[src/rtl/usb_cfg_one_defines.svh]
`ifndef USB_CFG_ONE_DEFINES_SVH
`define USB_CFG_ONE_DEFINES_SVH

`define CFG_ONE_ADDR       4'h0
`define CFG_ONE_RESET      16'h0000
`define CFG_ONE_WMASK      16'h00d3
`define FLD_EYE            7
`define FLD_OEMON          6
`define FLD_SIDL           4
`define FLD_PPB_HI         1
`define FLD_PPB_LO         0
`define EYE_PAT_BITS       8'h80
`define EYE_PAT_RESET      8'h00

`endif

[src/rtl/usb_cfg_one_pkg.sv]
package usb_cfg_one_pkg;
    typedef enum logic [1:0] {
        PPB_NONE    = 2'h0,
        PPB_EP0_RX  = 2'h1,
        PPB_ALL     = 2'h2,
        PPB_EP1_15  = 2'h3
    } ppb_mode_type;

    typedef enum logic [1:0] {
        BUS_IDLE = 2'h0,
        BUS_ACK  = 2'h1
    } bus_state_type;
endpackage

[src/rtl/usb_config_register_one.sv]
// Contract
// - Eye test field set drives continuous eye pattern on D+/D-.
// - Monitor field set: monitor output follows line drive intervals.
// - Monitor is inert unless internal transceiver disable is active.
// - Stop-in-idle set halts module while chip idle; else runs on.
// - Ping-pong 11 pairs endpoints 1-15; 10 pairs every endpoint.
// - Ping-pong 01 pairs endpoint 0 receive only; 00 disables pairs.
// - Bits 15-8, 5, 3, 2 ignore writes and read zero.
// - Implemented fields are read/write and reset to zero.
`timescale 1ns/10ps
`include "usb_cfg_one_defines.svh"

module usb_config_register_one (
    input  wire logic        CORE_CLK,
    input  wire logic        NRST,
    input  wire logic        WB_CYC_I,
    input  wire logic        WB_STB_I,
    input  wire logic        WB_WE_I,
    input  wire logic [3:0]  WB_ADR_I,
    input  wire logic [3:0]  WB_SEL_I,
    input  wire logic [31:0] WB_DAT_I,
    output logic      [31:0] WB_DAT_O,
    output logic             WB_ACK_O,
    output logic             WB_ERR_O,
    input  wire logic        INTERNAL_TRANSCEIVER_DISABLE,
    input  wire logic        LINE_DRIVE_ACTIVE,
    input  wire logic        CHIP_IDLE,
    output logic             EYE_DP_OUT,
    output logic             EYE_DM_OUT,
    output logic             EYE_TEST_ACTIVE,
    output logic             OE_MONITOR_N,
    output logic             MODULE_HALT,
    output logic             PPB_EP0_RX_EN,
    output logic             PPB_EP0_TX_EN,
    output logic             PPB_EP1_15_EN
);
    typedef struct packed {
        logic [15:0] cfg_r;
        logic        ack_r;
        logic        err_r;
        logic [31:0] rdat_r;
        logic        trdis_s1_r;
        logic        trdis_s2_r;
        logic        drv_s1_r;
        logic        drv_s2_r;
        logic        idle_s1_r;
        logic        idle_s2_r;
        logic        mon_n_r;
        logic        halt_r;
        logic        ep0_rx_r;
        logic        ep0_tx_r;
        logic        ep1_15_r;
    } cfg_state_type;

    cfg_state_type st_r;
    cfg_state_type st_nxt;
    logic          eye_dp;
    logic          eye_dm;

    function automatic logic [2:0] ppb_decode(input logic [1:0] m);
        // Returns {ep1_15, ep0_tx, ep0_rx}
        case (usb_cfg_one_pkg::ppb_mode_type'(m))
            usb_cfg_one_pkg::PPB_EP1_15: ppb_decode = 3'h4;
            usb_cfg_one_pkg::PPB_ALL:    ppb_decode = 3'h7;
            usb_cfg_one_pkg::PPB_EP0_RX: ppb_decode = 3'h1;
            usb_cfg_one_pkg::PPB_NONE:   ppb_decode = 3'h0;
            default:                     ppb_decode = 3'h0;
        endcase
    endfunction

    logic       req;
    logic       hit;
    logic [2:0] ppb_v;

    always_comb begin
        st_nxt = st_r;
        req = WB_CYC_I && WB_STB_I && !st_r.ack_r && !st_r.err_r;
        hit = (WB_ADR_I == `CFG_ONE_ADDR);
        ppb_v = ppb_decode(st_r.cfg_r[`FLD_PPB_HI:`FLD_PPB_LO]);
        // Pins are slow; two flops before use
        st_nxt.trdis_s1_r = INTERNAL_TRANSCEIVER_DISABLE;
        st_nxt.trdis_s2_r = st_r.trdis_s1_r;
        st_nxt.drv_s1_r   = LINE_DRIVE_ACTIVE;
        st_nxt.drv_s2_r   = st_r.drv_s1_r;
        st_nxt.idle_s1_r  = CHIP_IDLE;
        st_nxt.idle_s2_r  = st_r.idle_s1_r;
        st_nxt.ack_r  = req && hit;
        st_nxt.err_r  = req && !hit;
        st_nxt.rdat_r = 32'h0;
        if (req && hit) begin
            if (WB_WE_I) begin
                if (WB_SEL_I[0]) begin
                    // Mask cut to the one written lane
                    st_nxt.cfg_r[7:0] = WB_DAT_I[7:0]
                                        & 8'(`CFG_ONE_WMASK);
                end
            end else begin
                st_nxt.rdat_r = {16'h0, st_r.cfg_r & `CFG_ONE_WMASK};
            end
        end
        // Active-low monitor, only with external transceiver in use
        st_nxt.mon_n_r = !(st_r.cfg_r[`FLD_OEMON] && st_r.trdis_s2_r
                           && st_r.drv_s2_r);
        st_nxt.halt_r   = st_r.cfg_r[`FLD_SIDL] && st_r.idle_s2_r;
        st_nxt.ep1_15_r = ppb_v[2];
        st_nxt.ep0_tx_r = ppb_v[1];
        st_nxt.ep0_rx_r = ppb_v[0];
    end

    always_ff @(posedge CORE_CLK or negedge NRST) begin
        if (!NRST) begin
            st_r         <= '0;
            st_r.cfg_r   <= `CFG_ONE_RESET;
            st_r.mon_n_r <= 1'b1;
        end else begin
            st_r <= st_nxt;
        end
    end

    // Pattern generator restarts cleanly each time the test is enabled
    eye_pattern_gen u_eye (
        .CORE_CLK (CORE_CLK),
        .NRST     (NRST),
        .enable   (st_r.cfg_r[`FLD_EYE]),
        .dp_out   (eye_dp),
        .dm_out   (eye_dm)
    );

    logic eye_act_r;
    always_ff @(posedge CORE_CLK or negedge NRST) begin
        if (!NRST) begin
            eye_act_r <= 1'b0;
        end else begin
            eye_act_r <= st_r.cfg_r[`FLD_EYE];
        end
    end

    assign WB_DAT_O        = st_r.rdat_r;
    assign WB_ACK_O        = st_r.ack_r;
    assign WB_ERR_O        = st_r.err_r;
    assign EYE_DP_OUT      = eye_dp;
    assign EYE_DM_OUT      = eye_dm;
    assign EYE_TEST_ACTIVE = eye_act_r;
    assign OE_MONITOR_N    = st_r.mon_n_r;
    assign MODULE_HALT     = st_r.halt_r;
    assign PPB_EP0_RX_EN   = st_r.ep0_rx_r;
    assign PPB_EP0_TX_EN   = st_r.ep0_tx_r;
    assign PPB_EP1_15_EN   = st_r.ep1_15_r;

    AST_RESERVED_ZERO: assert property (@(posedge CORE_CLK) disable iff (!NRST)
        (st_r.cfg_r & ~`CFG_ONE_WMASK) == 16'h0)
        else $error("Reserved config bits not zero");
    AST_RD_RESERVED: assert property (@(posedge CORE_CLK) disable iff (!NRST)
        WB_ACK_O |-> WB_DAT_O[31:8] == 24'h0 && !WB_DAT_O[5]
        && WB_DAT_O[3:2] == 2'h0)
        else $error("Read shows reserved bits");
    AST_WRITE_TAKES: assert property (@(posedge CORE_CLK) disable iff (!NRST)
        (WB_CYC_I && WB_STB_I && WB_WE_I && WB_SEL_I[0] && !WB_ACK_O
         && !WB_ERR_O && WB_ADR_I == `CFG_ONE_ADDR)
        |=> st_r.cfg_r[7:0] == ($past(WB_DAT_I[7:0]) & 8'hd3))
        else $error("Write not stored");
    AST_ACK_PULSE: assert property (@(posedge CORE_CLK) disable iff (!NRST)
        WB_ACK_O |=> !WB_ACK_O)
        else $error("Ack longer than a cycle");
    AST_MON_INERT: assert property (@(posedge CORE_CLK) disable iff (!NRST)
        !st_r.trdis_s2_r |=> OE_MONITOR_N)
        else $error("Monitor active without external transceiver");
    AST_MON_DRIVE: assert property (@(posedge CORE_CLK) disable iff (!NRST)
        (st_r.cfg_r[6] && st_r.trdis_s2_r && st_r.drv_s2_r)
        |=> !OE_MONITOR_N)
        else $error("Monitor not asserted while driving");
    AST_HALT: assert property (@(posedge CORE_CLK) disable iff (!NRST)
        ##1 MODULE_HALT == $past(st_r.cfg_r[4] && st_r.idle_s2_r))
        else $error("Halt does not follow idle and stop bit");
    AST_PPB_EP1: assert property (@(posedge CORE_CLK) disable iff (!NRST)
        (st_r.cfg_r[1:0] == 2'h3) |=> PPB_EP1_15_EN && !PPB_EP0_RX_EN)
        else $error("Mode 11 pairing wrong");
    AST_PPB_EP0: assert property (@(posedge CORE_CLK) disable iff (!NRST)
        (st_r.cfg_r[1:0] == 2'h1) |=> PPB_EP0_RX_EN && !PPB_EP0_TX_EN
        && !PPB_EP1_15_EN)
        else $error("Mode 01 pairing wrong");
    AST_EYE: assert property (@(posedge CORE_CLK) disable iff (!NRST)
        st_r.cfg_r[7] [*3] |-> EYE_DP_OUT != EYE_DM_OUT)
        else $error("Eye pattern lines not differential");

    COV_WRITE: cover property (@(posedge CORE_CLK) WB_ACK_O && WB_WE_I);
    COV_ALL: cover property (@(posedge CORE_CLK) PPB_EP0_TX_EN);
    COV_MON: cover property (@(posedge CORE_CLK) !OE_MONITOR_N);
    COV_HALT: cover property (@(posedge CORE_CLK) MODULE_HALT);
endmodule

[src/rtl/eye_pattern_gen.sv]
`timescale 1ns/10ps
`include "usb_cfg_one_defines.svh"

module eye_pattern_gen (
    input  wire logic CORE_CLK,
    input  wire logic NRST,
    input  wire logic enable,
    output logic      dp_out,
    output logic      dm_out
);
    typedef struct packed {
        logic [7:0] shift_r;
        logic       dp_r;
        logic       dm_r;
    } eye_state_type;

    eye_state_type st_r;
    eye_state_type st_nxt;

    // Repeating J/K pattern; restarts from seed whenever the test is off
    always_comb begin
        st_nxt = st_r;
        if (enable) begin
            st_nxt.shift_r = {st_r.shift_r[6:0], ~st_r.shift_r[7]};
            st_nxt.dp_r    = st_r.shift_r[7];
            st_nxt.dm_r    = ~st_r.shift_r[7];
        end else begin
            st_nxt.shift_r = `EYE_PAT_BITS;
            st_nxt.dp_r    = 1'b0;
            st_nxt.dm_r    = 1'b0;
        end
    end

    always_ff @(posedge CORE_CLK or negedge NRST) begin
        if (!NRST) begin
            st_r <= '{shift_r: `EYE_PAT_RESET, dp_r: 1'b0, dm_r: 1'b0};
        end else begin
            st_r <= st_nxt;
        end
    end

    assign dp_out = st_r.dp_r;
    assign dm_out = st_r.dm_r;
endmodule

[config.mk]
export PLATFORM = sky130hd
export DESIGN_NAME = usb_config_register_one
export DESIGN_NICKNAME = d
export VERILOG_FILES = /design/src/rtl/usb_cfg_one_pkg.sv /design/src/rtl/usb_config_register_one.sv /design/src/rtl/eye_pattern_gen.sv
export VERILOG_INCLUDE_DIRS = /design/src /design/src/rtl
export SDC_FILE = /design/constraint.sdc
export NUM_CORES = 1
export LEC_CHECK = 0
export BUFFER_PORTS_ARGS = -buffer_cell sky130_fd_sc_hd__buf_2
export CORE_ASPECT_RATIO = 0.9
export CORE_UTILIZATION = 40
export CTS_CLUSTER_SIZE = 24
export DETAILED_ROUTE_END_ITERATION = 10
export PLACE_DENSITY = 0.75
export SYNTH_ARGS = -nofsm -noshare
export SYNTH_HDL_FRONTEND = slang
export SYNTH_HIERARCHICAL = 1
export SYNTH_SLANG_ARGS = --single-unit
[constraint.sdc]
create_clock -name CORE_CLK -period 2.65 [get_ports CORE_CLK]
set_clock_uncertainty 0.1 [all_clocks]
set_input_delay 0.265 -clock CORE_CLK [delete_from_list [all_inputs] [get_ports CORE_CLK]]
set_output_delay 0.265 -clock CORE_CLK [all_outputs]
set_load 0.03 [all_outputs]
### After elaboration in Yosys (flattened, before gate mapping)

Index checks and enable logic that the tools add are counted.

* equality and inequality tests: 3
* muxes and demuxes: 4
* bitwise operators: 1
* reduce and logical (&&, ||, !) cells: 15

Operator list (count)
* $mux 8: 2
* $pmux 3 s4: 1
* $mux 10: 1
* $logic_and 1x1->1: 8
* $eq 2x2->1 const B: 2
* $logic_not 1->1: 4
* $logic_not 4->1: 1
* $reduce_and 3->1: 1
* $eq 2x1->1 const B: 1
* $logic_not 2->1: 1
* $not 1->1: 1

* output and inout bits: 42
* bits in registers: 61

### Depth between registers and ports, before layout

Gate-level depths: netlist (run 1).

* word-level depth: 5
* depth in mapped cells: 3

### Hierarchy

The synthesis (run 1) kept the hierarchy.

Modules (own cells, without submodules)
* usb_config_register_one: times used 1, area an instance 1044.8 µm², seq. area each 601.8 µm², cells an instance 81
* eye_pattern_gen: times used 1, area an instance 292.8 µm², seq. area each 225.2 µm², cells an instance 18

### Worst setup path before layout (run 1)

OpenSTA, ideal clock, no wires.

* path kind: register -> register
* start: register st_r (netlist bit WB_ACK_O)
* end: register st_r[45] in the netlist's numbering
* data required time: 2.425 ns
* clock period less this slack: 1.920 ns
* stages on the path, launching flop included: 4
* buffers on the path: 0
* path slack: 0.730 ns
* arrival time: 1.695 ns
* path through: dfrtp_1 or4bb_4 nor3_4 mux2_2

* cells in the longest elaborated chain, start to end: 5

RTL lines
* from (decl): RTL line usb_config_register_one.sv:55 `cfg_state_type st_r;`
* from (signal assigned): RTL line usb_config_register_one.sv:116 `st_r <= st_nxt;`
* $logic_not 1->1: RTL line usb_config_register_one.sv:77 `req = WB_CYC_I && WB_STB_I && !st_r.ack_r && !st_r.err_r;`
* $logic_and 1x1->1 (2 in a row): RTL line usb_config_register_one.sv:77
* $logic_and 1x1->1: RTL line usb_config_register_one.sv:90 `if (req && hit) begin`
* $reduce_and 3->1 (no source line)

No other way between the ends.
A chain may end at the register's enable or synchronous reset.

### Worst setup path after layout (run 1)

* start: register st_r (netlist bit WB_ACK_O)
* end: register st_r[49] in the netlist's numbering

The elaborated chain is that of the path after synthesis.

==> summary by stage, run 1 <==
Outcome
The flow ran to the end, and the final reports show no timing, DRC or antenna violations.

Power and ir drop
VDD sags by at most ~0.00034 V. In this run the power spent charging and discharging nets is between 200 and 300 uW. The power after layout is 1.01 mW. The cell-internal power is 734 uW. Dividing total power by cell area gives a power density of 656 nW/um^2. Of the total power, the share spent switching nets is 0.270. The share of total power dissipated in sequential elements is 0.530. The analysis attributes to cell leakage a power of 0.860 nW. The share of total power dissipated in combinational logic is 0.121. The relative contribution of the clock network to total power is 0.349.

Global route
For this run, global-route usage on met3 was measured as 0.0630. The via count of the first global-routing pass came to 721. In the global route stage, met2 resource usage came out at 0.207.

The global route total overflow is 0. The met1 usage is 0.110. The wire length of the first global-routing pass is between 3000 and 4000 um. The initial antenna violation count is 0.

met2 is the most crowded layer. The global-route usage over all layers is 0.121. Entering global routing, the biggest net connects 34 pins.

Synth
Of the total synthesized cell area, the portion taken by XOR and XNOR cells is 0. The synthesized-area fraction occupied by ao, oa, aoi and oai cells came to 0. Counting distinct cell types in the post-synthesis netlist gives 21. The yosys synthesis warning count is 6. After synthesis the cells add up to 1340 um^2. The adder-cell share of the synthesized area is 0.0187. The average cell area after synthesis is 13.5 um^2. Of the total synthesized cell area, the portion taken by AND, OR, NAND and NOR gates is 0.133. For this run, the register share of the synthesized area comes to 0.618. The portion of netlist area occupied by mux cells is 0.0421. By area, the combinational part of the netlist is dominated by buffers and inverters.

The number of storage elements in the synthesis netlist is 33. The post-synthesis instance total is 99.

STA
Hold timing on the final database bottoms out at a slack of between 0.07 and 0.08 ns. The final count of hold timing violations is 0. For the finished layout, the period the worst path requires is 1.89 ns. Setup repair after global routing left no endpoint under its margin. At the pin with the least slew margin, the transition time is 0.679 ns.

The number of slew-limit violations in the final report is 0. For this run, the top clock speed supported by timing is 0.530 GHz. After routing, the total negative slack on setup checks comes to 0 ns. The worst pin sits at a relative slew slack of 0.547. Dividing the final minimum period by the clock period gives 0.712. The count of final setup violators is 0.

Drt
The remaining antenna violation count after routing is 0. The total length of routed wires is 1730 um. The detailed-router iteration count before antenna repair is 3. The vias after detailed routing is 718. After the first detailed-routing iteration, the DRC count stood at 27.

The post-detailed-route wirelength per cell is 9.66 um. The number of vias per cell is 4.01. After detailed routing, the number of remaining DRC violations is 0.

Layout
Measured on the finished design, the core utilization comes to 0.493. The area growth from synthesis to layout is 14.7%. The number of cells in the finished layout apart from fillers is 179. At the end of the flow, the number of nets in the layout was around 190. The ratio of cells with drive above 1 in the final layout is 0.423.

The repair_antennas step left the layout with diodes totalling 0.

Floorplan
Pin placement for this block handled 90 I/O pins. The die footprint is 3580 um^2. The placeable core region is slightly above 3000 um^2. The starting density of the core is 0.429. From left edge to right edge, the die measures 63.0 um. The initialized floorplan defines 19 standard-cell rows. Measured along the y axis, the die boundary spans 56.9 um.

Placed design
Input and output buffers added on the ports amount to 32. The last weighted congestion value of the routability-driven placer is ~0.69. The count of placed standard cells including taps is approximately 170. The sum of net half-perimeters after detailed placement is about 1200 um.

CTS
The CTS tree is built. The buffers inserted during post-CTS setup optimization is 0. No sink is reached through more buffers than the 2 on the longest clock path. The clock sink count is 33. The number of hold buffers added after CTS is 4. The later pin in the worst-skew pair is clocked with a latency of 0.27 ns. The maximum level of the CTS H-tree is 2. The number of gates resized after CTS is 0. The clock-pin transition on the worst setup and hold timing paths is about 0.06 ns.

The library cell used as clock root buffer is clkbuf_8. The number of CTS-inserted buffers is 5.

Hold path
The tightest min-delay check is of the in2reg type.

Worst setup path
The path type of the worst setup path is reg2reg. The sort of element at the start of the critical path is a flip-flop. The critical path arrival is 1.95 ns. The required time of the worst setup path is 2.71 ns.

The kind of end point of the critical path is a flip-flop. The maximum net fanout on the critical path is 5.

Flow run
The number of maximum-capacitance constraint violations is 0.
-- synthesized netlist by cell type --
cell type,instances,area share
nor3_1,1,0.0037
nor2_1,1,0.0028
dfstp_2,1,0.020
mux2_2,5,0.042
buf_4,32,0.18
nor2b_1,1,0.0047
nand2_1,1,0.0028
nor4_1,1,0.0047
or4_4,1,0.0084
and2_1,5,0.023
inv_1,2,0.0056
nand2b_1,1,0.0047
dfrtp_1,32,0.60
nand3_1,1,0.0037
or2_2,1,0.0047
ha_1,2,0.019
and2b_2,1,0.0065
or4bb_4,1,0.011
conb_1,1,0.0028
nor3_4,1,0.012
and2_2,7,0.039
-- critical path: stages (launching register included) --
cell     delay, ns
dfrtp_1       0.38
or4bb_4       0.59
nor3_4        0.33
mux2_2        0.38
-- stage by stage --
stage	instance area, um^2	worst slack, ns
after floorplan	1440	0.730
after global placement	1410	0.792
after detailed placement	1410	0.778
after CTS	1530	0.761
after global routing	1530	0.715
final	1530	0.764
-- final timing paths --
path                            from            end  slack (ns)  cells after the start
max                         WB_ACK_O       st_r[49]        0.76                      3
min                          WB_WE_I    WB_DAT_O[0]        0.07                      2
max reg2reg                 WB_ACK_O       st_r[49]        0.76                      3
min reg2reg                st_nxt[7]        st_r[7]        0.25                      0
max in group asynchronous       NRST        st_r[7]        1.55                      2
min in group asynchronous       NRST  PPB_EP1_15_EN        0.46                      2
-- cell usage in the layout, fill, tap and decap left out --
cell type / synthesis / final
inv_1: 2 / 2
and2b_2: 1 / 1
nor3_1: 1 / 1
dfstp_2: 1 / 1
or4bb_4: 1 / 1
nor2_1: 1 / 1
or4_4: 1 / 1
nor4_1: 1 / 1
clkinv_2: 0 / 2
nor3_4: 1 / 1
dlygate4sd3_1: 0 / 4
and2_2: 7 / 7
dfrtp_1: 32 / 32
nand2_1: 1 / 1
and2_1: 5 / 5
or2_2: 1 / 1
nor2b_1: 1 / 1
nand3_1: 1 / 1
buf_2: 0 / 32
clkinvlp_4: 0 / 1
mux2_2: 5 / 5
ha_1: 2 / 2
nand2b_1: 1 / 1
clkbuf_8: 0 / 5
conb_1: 1 / 27
-- power groups by stage --
stage	clock (mW)	sequential, mW	combinational, mW
6_report	0.351	0.533	0.122
4_1_cts	0.366	0.534	0.123
2_1_floorplan	0	0.560	0.0975
3_5_place_dp	0	0.543	0.118
5_1_grt	0.395	0.536	0.132
3_3_place_gp	0	0.542	0.116
-- metal layers --
metal	share of wire	vias up
met5	0	-
met4	0.029	0
met3	0.075	5
met2	0.52	39
met1	0.38	349
li1	-	325
-- kinds of logic (layout without fill, tap and decap cells) --
family        after synthesis  after routing
other cells                 1             27
mux                         5              5
buf+inv                    34             46
flops                      33             33
simple gates               24             24
fa+ha+maj                   2              2
-- flip-flops by register name (all words and copies together), names as in the netlist, 3 cells and up --
| name | count |
|---|---|
| WB_DAT_O | 5 |
| st_r | 8 |
| u_eye/st_r | 8 |
| st_nxt | 3 |
-- cell type report --
type                       instances  area [um^2]
clock buffer                       5         68.8
fill                             286         1580
inverter                           2         7.51
clock inverter                     3         17.5
multi-input combinational         58          360
sequential                        33          827
timing repair buffer              36          200
tap                               42         52.6
Note: power is estimated with default switching activity, not from simulation.
==> inputs of run 2 (changes only) <==
==> constraint.sdc (replaced) <==
create_clock -name CORE_CLK -period 1.8 [get_ports CORE_CLK]
set_clock_uncertainty 0.1 [all_clocks]
set_input_delay 0.18 -clock CORE_CLK [delete_from_list [all_inputs] [get_ports CORE_CLK]]
set_output_delay 0.18 -clock CORE_CLK [all_outputs]
set_load 0.03 [all_outputs]
==> summary by stage, run 2 (synthesized netlist as in run 1, its figures left out) <==
Outcome
The flow ran to the end, but the final reports show violations. The checks that failed: negative setup slack.

Worst setup path
Along the worst path, the maximum fanout reaches 3. The required time of the worst setup path is 1.87 ns. The worst setup path is of the reg2reg kind. The sort of element at the start of the critical path is a flip-flop.

The kind of end point of the critical path is a flip-flop. The critical path arrival is 1.91 ns.

Drt
After detailed routing, the average wire length per cell comes to 10.7 um. The remaining antenna violation count after routing is 0. The detailed router finished its first iteration with 20 violations. The number of vias per cell is 3.98. The number of remaining DRC errors is 0. Summing over every cut layer, the via total after detailed routing is between 700 and 800. The detailed-router iteration count before antenna repair is 2. For this block, the routed nets add up to ~2000 um of wire.

Placed design
The quantity of I/O buffers inserted on ports is 32. At the end of routability-driven placement, the weighted congestion stood at roughly 0.69. The sum of net half-perimeters after detailed placement is between 1000 and 1500 um. OpenSTA, run right after detailed placement, puts the worst setup slack at -0.0911 ns. In this run, placement finished with an instance count of between 150 and 200. The placed instances occupy a cell area of 1430 um^2.

CTS
The maximum clock path buffer count is 2. The maximum level of the CTS H-tree is 2. The clock-pin transition on the worst setup and hold timing paths is 0.07 ns.

The number of CTS-inserted buffers is 5. TritonCTS built the clock tree. The library cell used as clock root buffer is clkbuf_8. The clock net in this run drives a total of 33 sinks. Clock latency on the worst-skew pair, taken at its later pin, is 0.28 ns.

Global route
The wire length of the first global-routing pass is between 3000 and 4000 um. Summed over all layers, the global routing overflow is 0. The global-route usage over all layers is 0.131.

The pin count of the biggest net entering global routing is 34. The via count of the first global-routing pass is 763. The initial antenna violation count was 0.

Layout
Relative to the synthesized area, the layout overhead comes to 20.7%. The library cell used most frequently in the layout, excluding fill and tap cells, is buf_2. The finished layout holds 185 standard cells, fillers aside. In the layout the commonest cells are buf_2, dfrtp_1, conb_1, and2_2, clkbuf_8. The core occupancy in the finished layout is 0.518. In the final layout, the share of cells above drive strength 1 is 0.441. 0 antenna diodes ended up in the layout. Summing all non-filler instances in the final layout gives an area of approximately 1600 um^2. In the final design database the tool counted about 190 nets.

Power and ir drop
For this design the ratio of total power to cell area is about 950 nW/um^2. The net switching share of the total power is 0.261. Cell internal power was estimated by the tool at 1.14 mW. The cell leakage power is roughly 0.90 nW.

After layout, the design draws a total of ~1.5 mW. Of the total power, the clock network draws 0.364. Summed over all nets, the switching power comes to 402 uW. The sequential fraction of design power is 0.513. VDD sags by at most 0.000438 V. The share of total power dissipated in combinational logic is 0.124.

STA
Based on the critical path, the design can be clocked at up to around 0.54 GHz. The final worst slack is -0.0426 ns. The final count of hold timing violations was 0. Setup repair after global routing could not meet its margin everywhere. The tightest slew margin relative to the limit is 0.537.

The worst hold slack across all endpoints is 0.0283 ns. Dividing the final minimum period by the clock period gives 1.02. The smallest clock period supported by the final layout is computed as 1.84 ns. The number of slew-limit violations in the final report is 0.

Adding up every negative setup slack in the final design gives -0.184 ns. At the pin with the least slew margin, the transition time is just under 0.7 ns. The count of final setup violators is 5.

Hold path
In this run the worst hold path is classified as in2reg.

Flow run
Across the run, the number of max-cap violations was 0.

Floorplan
The chip width is 63.0 um. The starting density of the core is 0.429. The die footprint is 3580 um^2. The die is 56.9 um tall. During I/O placement, the number of pins put on the boundary was 90.

The total number of placement rows is 19. The core region is between 3000 and 4000 um^2.
[run 2: repair_timing]
item / 4_1_cts / 5_1_grt
hold buffers: 5 / 0
pin swaps: 1 / 2
resized for setup: 0 / 7
buffers inserted: 2 / 0
setup endpoints to repair: 5 / 5
endpoints found under the hold margin: 36 / 0
[run 2: critical path, cell delays in order, from the launching register on]
cell,delay [ns]
dfrtp_2,0.40
or4bb_4,0.56
nor3_4,0.24
buf_6,0.15
mux2_4,0.29
[run 2: layer usage]
layer	vias to the layer above	track usage	wire length, um
met5	-	0	0
met4	0	0.0963	68
met3	8	0.0610	128
met2	42	0.223	1050
met1	349	0.122	741
li1	337	-	-
[run 2: path summary, 6_finish.rpt]
kind | from | endpoint | slack [ns] | cells after the start
setup / recovery | WB_ERR_O | st_r[45] | -0.04 | 4
hold / removal | WB_DAT_I[7] | st_r[52] | 0.03 | 2
setup reg to reg | WB_ERR_O | st_r[45] | -0.04 | 4
hold reg to reg | st_nxt[7] | st_r[7] | 0.25 | 0
max in group asynchronous | NRST | WB_ERR_O | 0.73 | 2
min in group asynchronous | NRST | PPB_EP1_15_EN | 0.38 | 2
[run 2: final cells by class]
class | count | area (um^2)
Timing Repair Buffer | 42 | 255
Fill cell | 273 | 1500
Sequential cell | 33 | 830
Tap cell | 42 | 52.6
Inverter | 2 | 7.51
Clock buffer | 8 | 90.1
Multi-Input combinational cell | 58 | 379
[run 2: power groups by stage]
stage | registers (mW) | clock network (mW) | logic, mW
6_report | 0.788 | 0.559 | 0.191
5_1_grt | 0.791 | 0.613 | 0.205
4_1_cts | 0.788 | 0.575 | 0.187
3_5_place_dp | 0.802 | 0 | 0.178
3_3_place_gp | 0.798 | 0 | 0.174
2_1_floorplan | 0.825 | 0 | 0.144
==> inputs of run 3 (changes only) <==
--- a/config.mk
+++ b/config.mk
@@ -8,10 +8,10 @@
 export LEC_CHECK = 0
 export BUFFER_PORTS_ARGS = -buffer_cell sky130_fd_sc_hd__buf_2
 export CORE_ASPECT_RATIO = 0.9
-export CORE_UTILIZATION = 40
+export CORE_UTILIZATION = 41
 export CTS_CLUSTER_SIZE = 24
 export DETAILED_ROUTE_END_ITERATION = 10
-export PLACE_DENSITY = 0.75
+export PLACE_DENSITY = 0.79
 export SYNTH_ARGS = -nofsm -noshare
 export SYNTH_HDL_FRONTEND = slang
 export SYNTH_HIERARCHICAL = 1
==> summary by stage, run 3 (synthesized netlist as in run 1, its figures left out) <==
STA
The smallest clock period supported by the final layout is computed as between 1.5 and 2 ns. Setup repair after global routing could not meet its margin everywhere. The slew of the pin with the lowest slew margin is 0.702 ns.

The final worst slack is -0.00696 ns. The tightest slew margin relative to the limit is 0.532. The maximum clock frequency is 0.553 GHz. The number of slew-limit violations in the final report is 0.

In the finished design, the share of the clock period the worst path needs comes to 1.00. Setup violations remaining at the end of the flow were counted as 2. The final count of hold timing violations was 0.

Worst setup path
The worst setup path is captured at a flip-flop. The worst setup path is of the reg2reg kind. For the worst setup path, the data required time is 1.92 ns.

The sort of element at the start of the critical path is a flip-flop. The buffers plus inverters on the worst setup path is 1. The signal on the critical path passes through or4bb_4, nor3_4, buf_6, mux2_4. The delay of the slowest cell on the worst path is 0.56 ns.

The critical path crosses 4 cells after its start point. Of all nets on the critical path, the largest fanout is 3. The kind of cell adding the most delay to the critical path is simple AND/OR/NAND/NOR gates. The depth of the worst register-to-register path is 4.

At the worst endpoint, the arrival time is 1.92 ns. The slowest library cell on the worst path is or4bb_4.

Global route
The met3 usage is 0.0594. For this run, global-route usage on met1 was measured as 0.137. The first global-routing pass estimated between 3000 and 4000 um of wire. The initial antenna violation count is 0. Entering global routing, the biggest net connects 34 pins. The global routing stage identified its most utilized layer as met2. The global route total overflow is 0. The via count of the first global-routing pass is 744. In the global route stage, overall resource usage came out at 0.129. In the global route stage, met2 resource usage came out at 0.217.

Drt
In the routed design, unresolved DRC markers number 0. The total length of routed wires is 1960 um. The number of vias per cell is 3.94. The pre-antenna-repair detailed-routing pass consisted of 2 iterations.

The post-detailed-route wirelength per cell is 10.4 um. In this run the remaining antenna-violating nets after routing total 0. The vias after detailed routing is 745. The detailed router finished its first iteration with 8 violations.

Floorplan
After floorplanning, the core was sized to cover 3090 um^2. The chip width is 62.2 um. The top-level port count is 90. The die footprint is about 3500 um^2.

For this configuration, the core starts out at a cell density of 0.433. After floorplanning, the core was divided into 19 placement rows. The vertical extent of the die is 56.2 um.

CTS
The clock-pin transition on the worst setup and hold timing paths is 0.09 ns. Clock tree synthesis selected as its root buffer the cell clkbuf_4. Clock tree synthesis inserted a total of 5 buffers. CTS built an H-tree with a depth of 2. TritonCTS built the clock tree.

The clock sink count is 33. The later pin in the worst-skew pair is clocked with a latency of 0.33 ns. The maximum clock path buffer count is 2.

Layout
Once layout is complete, the cells apart from fillers number 189. For this run, the post-layout net count is between 150 and 200. In the final layout, the share of cells above drive strength 1 is 0.422. The relative area change from synthesis to final layout is 21.1%. For this run, the share of the core covered by cells in the final layout is 0.524. The number of diodes added for antenna fixing is 0. Leaving out fill and tap cells, the most frequent cell in the layout is buf_2. In the layout the commonest cells are buf_2, dfrtp_1, conb_1, dlygate4sd3_1, and2_2.

Outcome
The checks that failed: negative setup slack. The run finished, with violations left.

Hold path
Counting instances, the worst hold path has a depth of 3. The classification of the worst-slack hold path is in2reg.

Placed design
Input and output buffers added on the ports amount to 32. The sum of net half-perimeters after detailed placement is 1350 um. Routability-driven placement finished with a final weighted congestion of 0.730. The number of placed instances, taps included, is about 170.

Flow run
Max-cap violations in this run came to 0.

Power and ir drop
Across the VDD grid, the largest voltage drop is 0.000428 V. The cell leakage power is 0.893 nW. Power spread over the standard cell area amounts to 842 nW/um^2.
-- run 3: cell count changes in the layout (fill, tap and decap cells not counted), sizes merged --
cell | before | now
dlygate4sd3 | 5 | 10
buf | 37 | 36
-- run 3: per-layer routing --
layer | share of wire | wire length (um) | up-vias
met2 | 0.52 | 1020 | 34
met4 | 0.015 | 30 | 0
met5 | 0 | 0 | -
li1 | - | - | 349
met1 | 0.39 | 771 | 358
met3 | 0.068 | 133 | 4
-- run 3: metrics by stage --
step | hold WS (ns) | TNS [ns] | worst slack, ns | total power [mW] | area [um^2]
floorplan | -0.216 | -0.526 | -0.105 | 0.968 | 1440
finish | 0.0467 | -0.00792 | -0.00696 | 1.36 | 1620
CTS | 0.0253 | -0.198 | -0.0498 | 1.38 | 1620
detailed placement | 0.165 | -0.480 | -0.106 | 0.980 | 1430
global route | 0.0425 | -0.264 | -0.0624 | 1.43 | 1620
global placement | 0.140 | -0.237 | -0.0478 | 0.971 | 1430
-- run 3: worst paths after layout --
path	from	endpoint	slack, ns
max	WB_ACK_O	st_r[45]	-0.007
min	WB_ADR_I[2]	WB_ACK_O	0.05
max reg2reg	WB_ACK_O	st_r[45]	-0.007
min reg2reg	st_nxt[5]	st_r[5]	0.27
max in group asynchronous	NRST	WB_ERR_O	0.78
min in group asynchronous	NRST	st_r[7]	0.33
-- run 3: area by class of cell --
type	instances	area, um^2
fillers	277	1470
flip-flops and latches	33	830
multi-input cells	58	384
well taps	42	52.6
clock buffers	8	48.8
inverters	2	7.51
repair buffers	46	298
-- run 3: report_power, final --
part / switching, mW / total, mW / leakage (nW) / internal, mW
logic: 0.141 / 0.200 / 0.435 / 0.0590
clock network: 0.222 / 0.377 / 0.0265 / 0.155
registers: 0.0167 / 0.788 / 0.432 / 0.771
total: 0.380 / 1.36 / 0.893 / 0.985
-- run 3: repair_timing --
action | 4_1_cts | 5_1_grt
setup endpoints to repair | 5 | 8
hold endpoints to repair | 41 | 0
gates resized for setup | 7 | 1
pin swaps | 2 | 2
buffers inserted | 2 | 0
hold buffers | 10 | 0
cloned | 0 | 0
-- run 3: worst register-to-register path, delay by kind of cell (launching register included) --
family / cells / cell delay (ns)
buffers and inverters: 1 / 0.15
flip-flops: 1 / 0.41
multiplexers: 1 / 0.30
AND/OR/NAND/NOR: 2 / 0.74
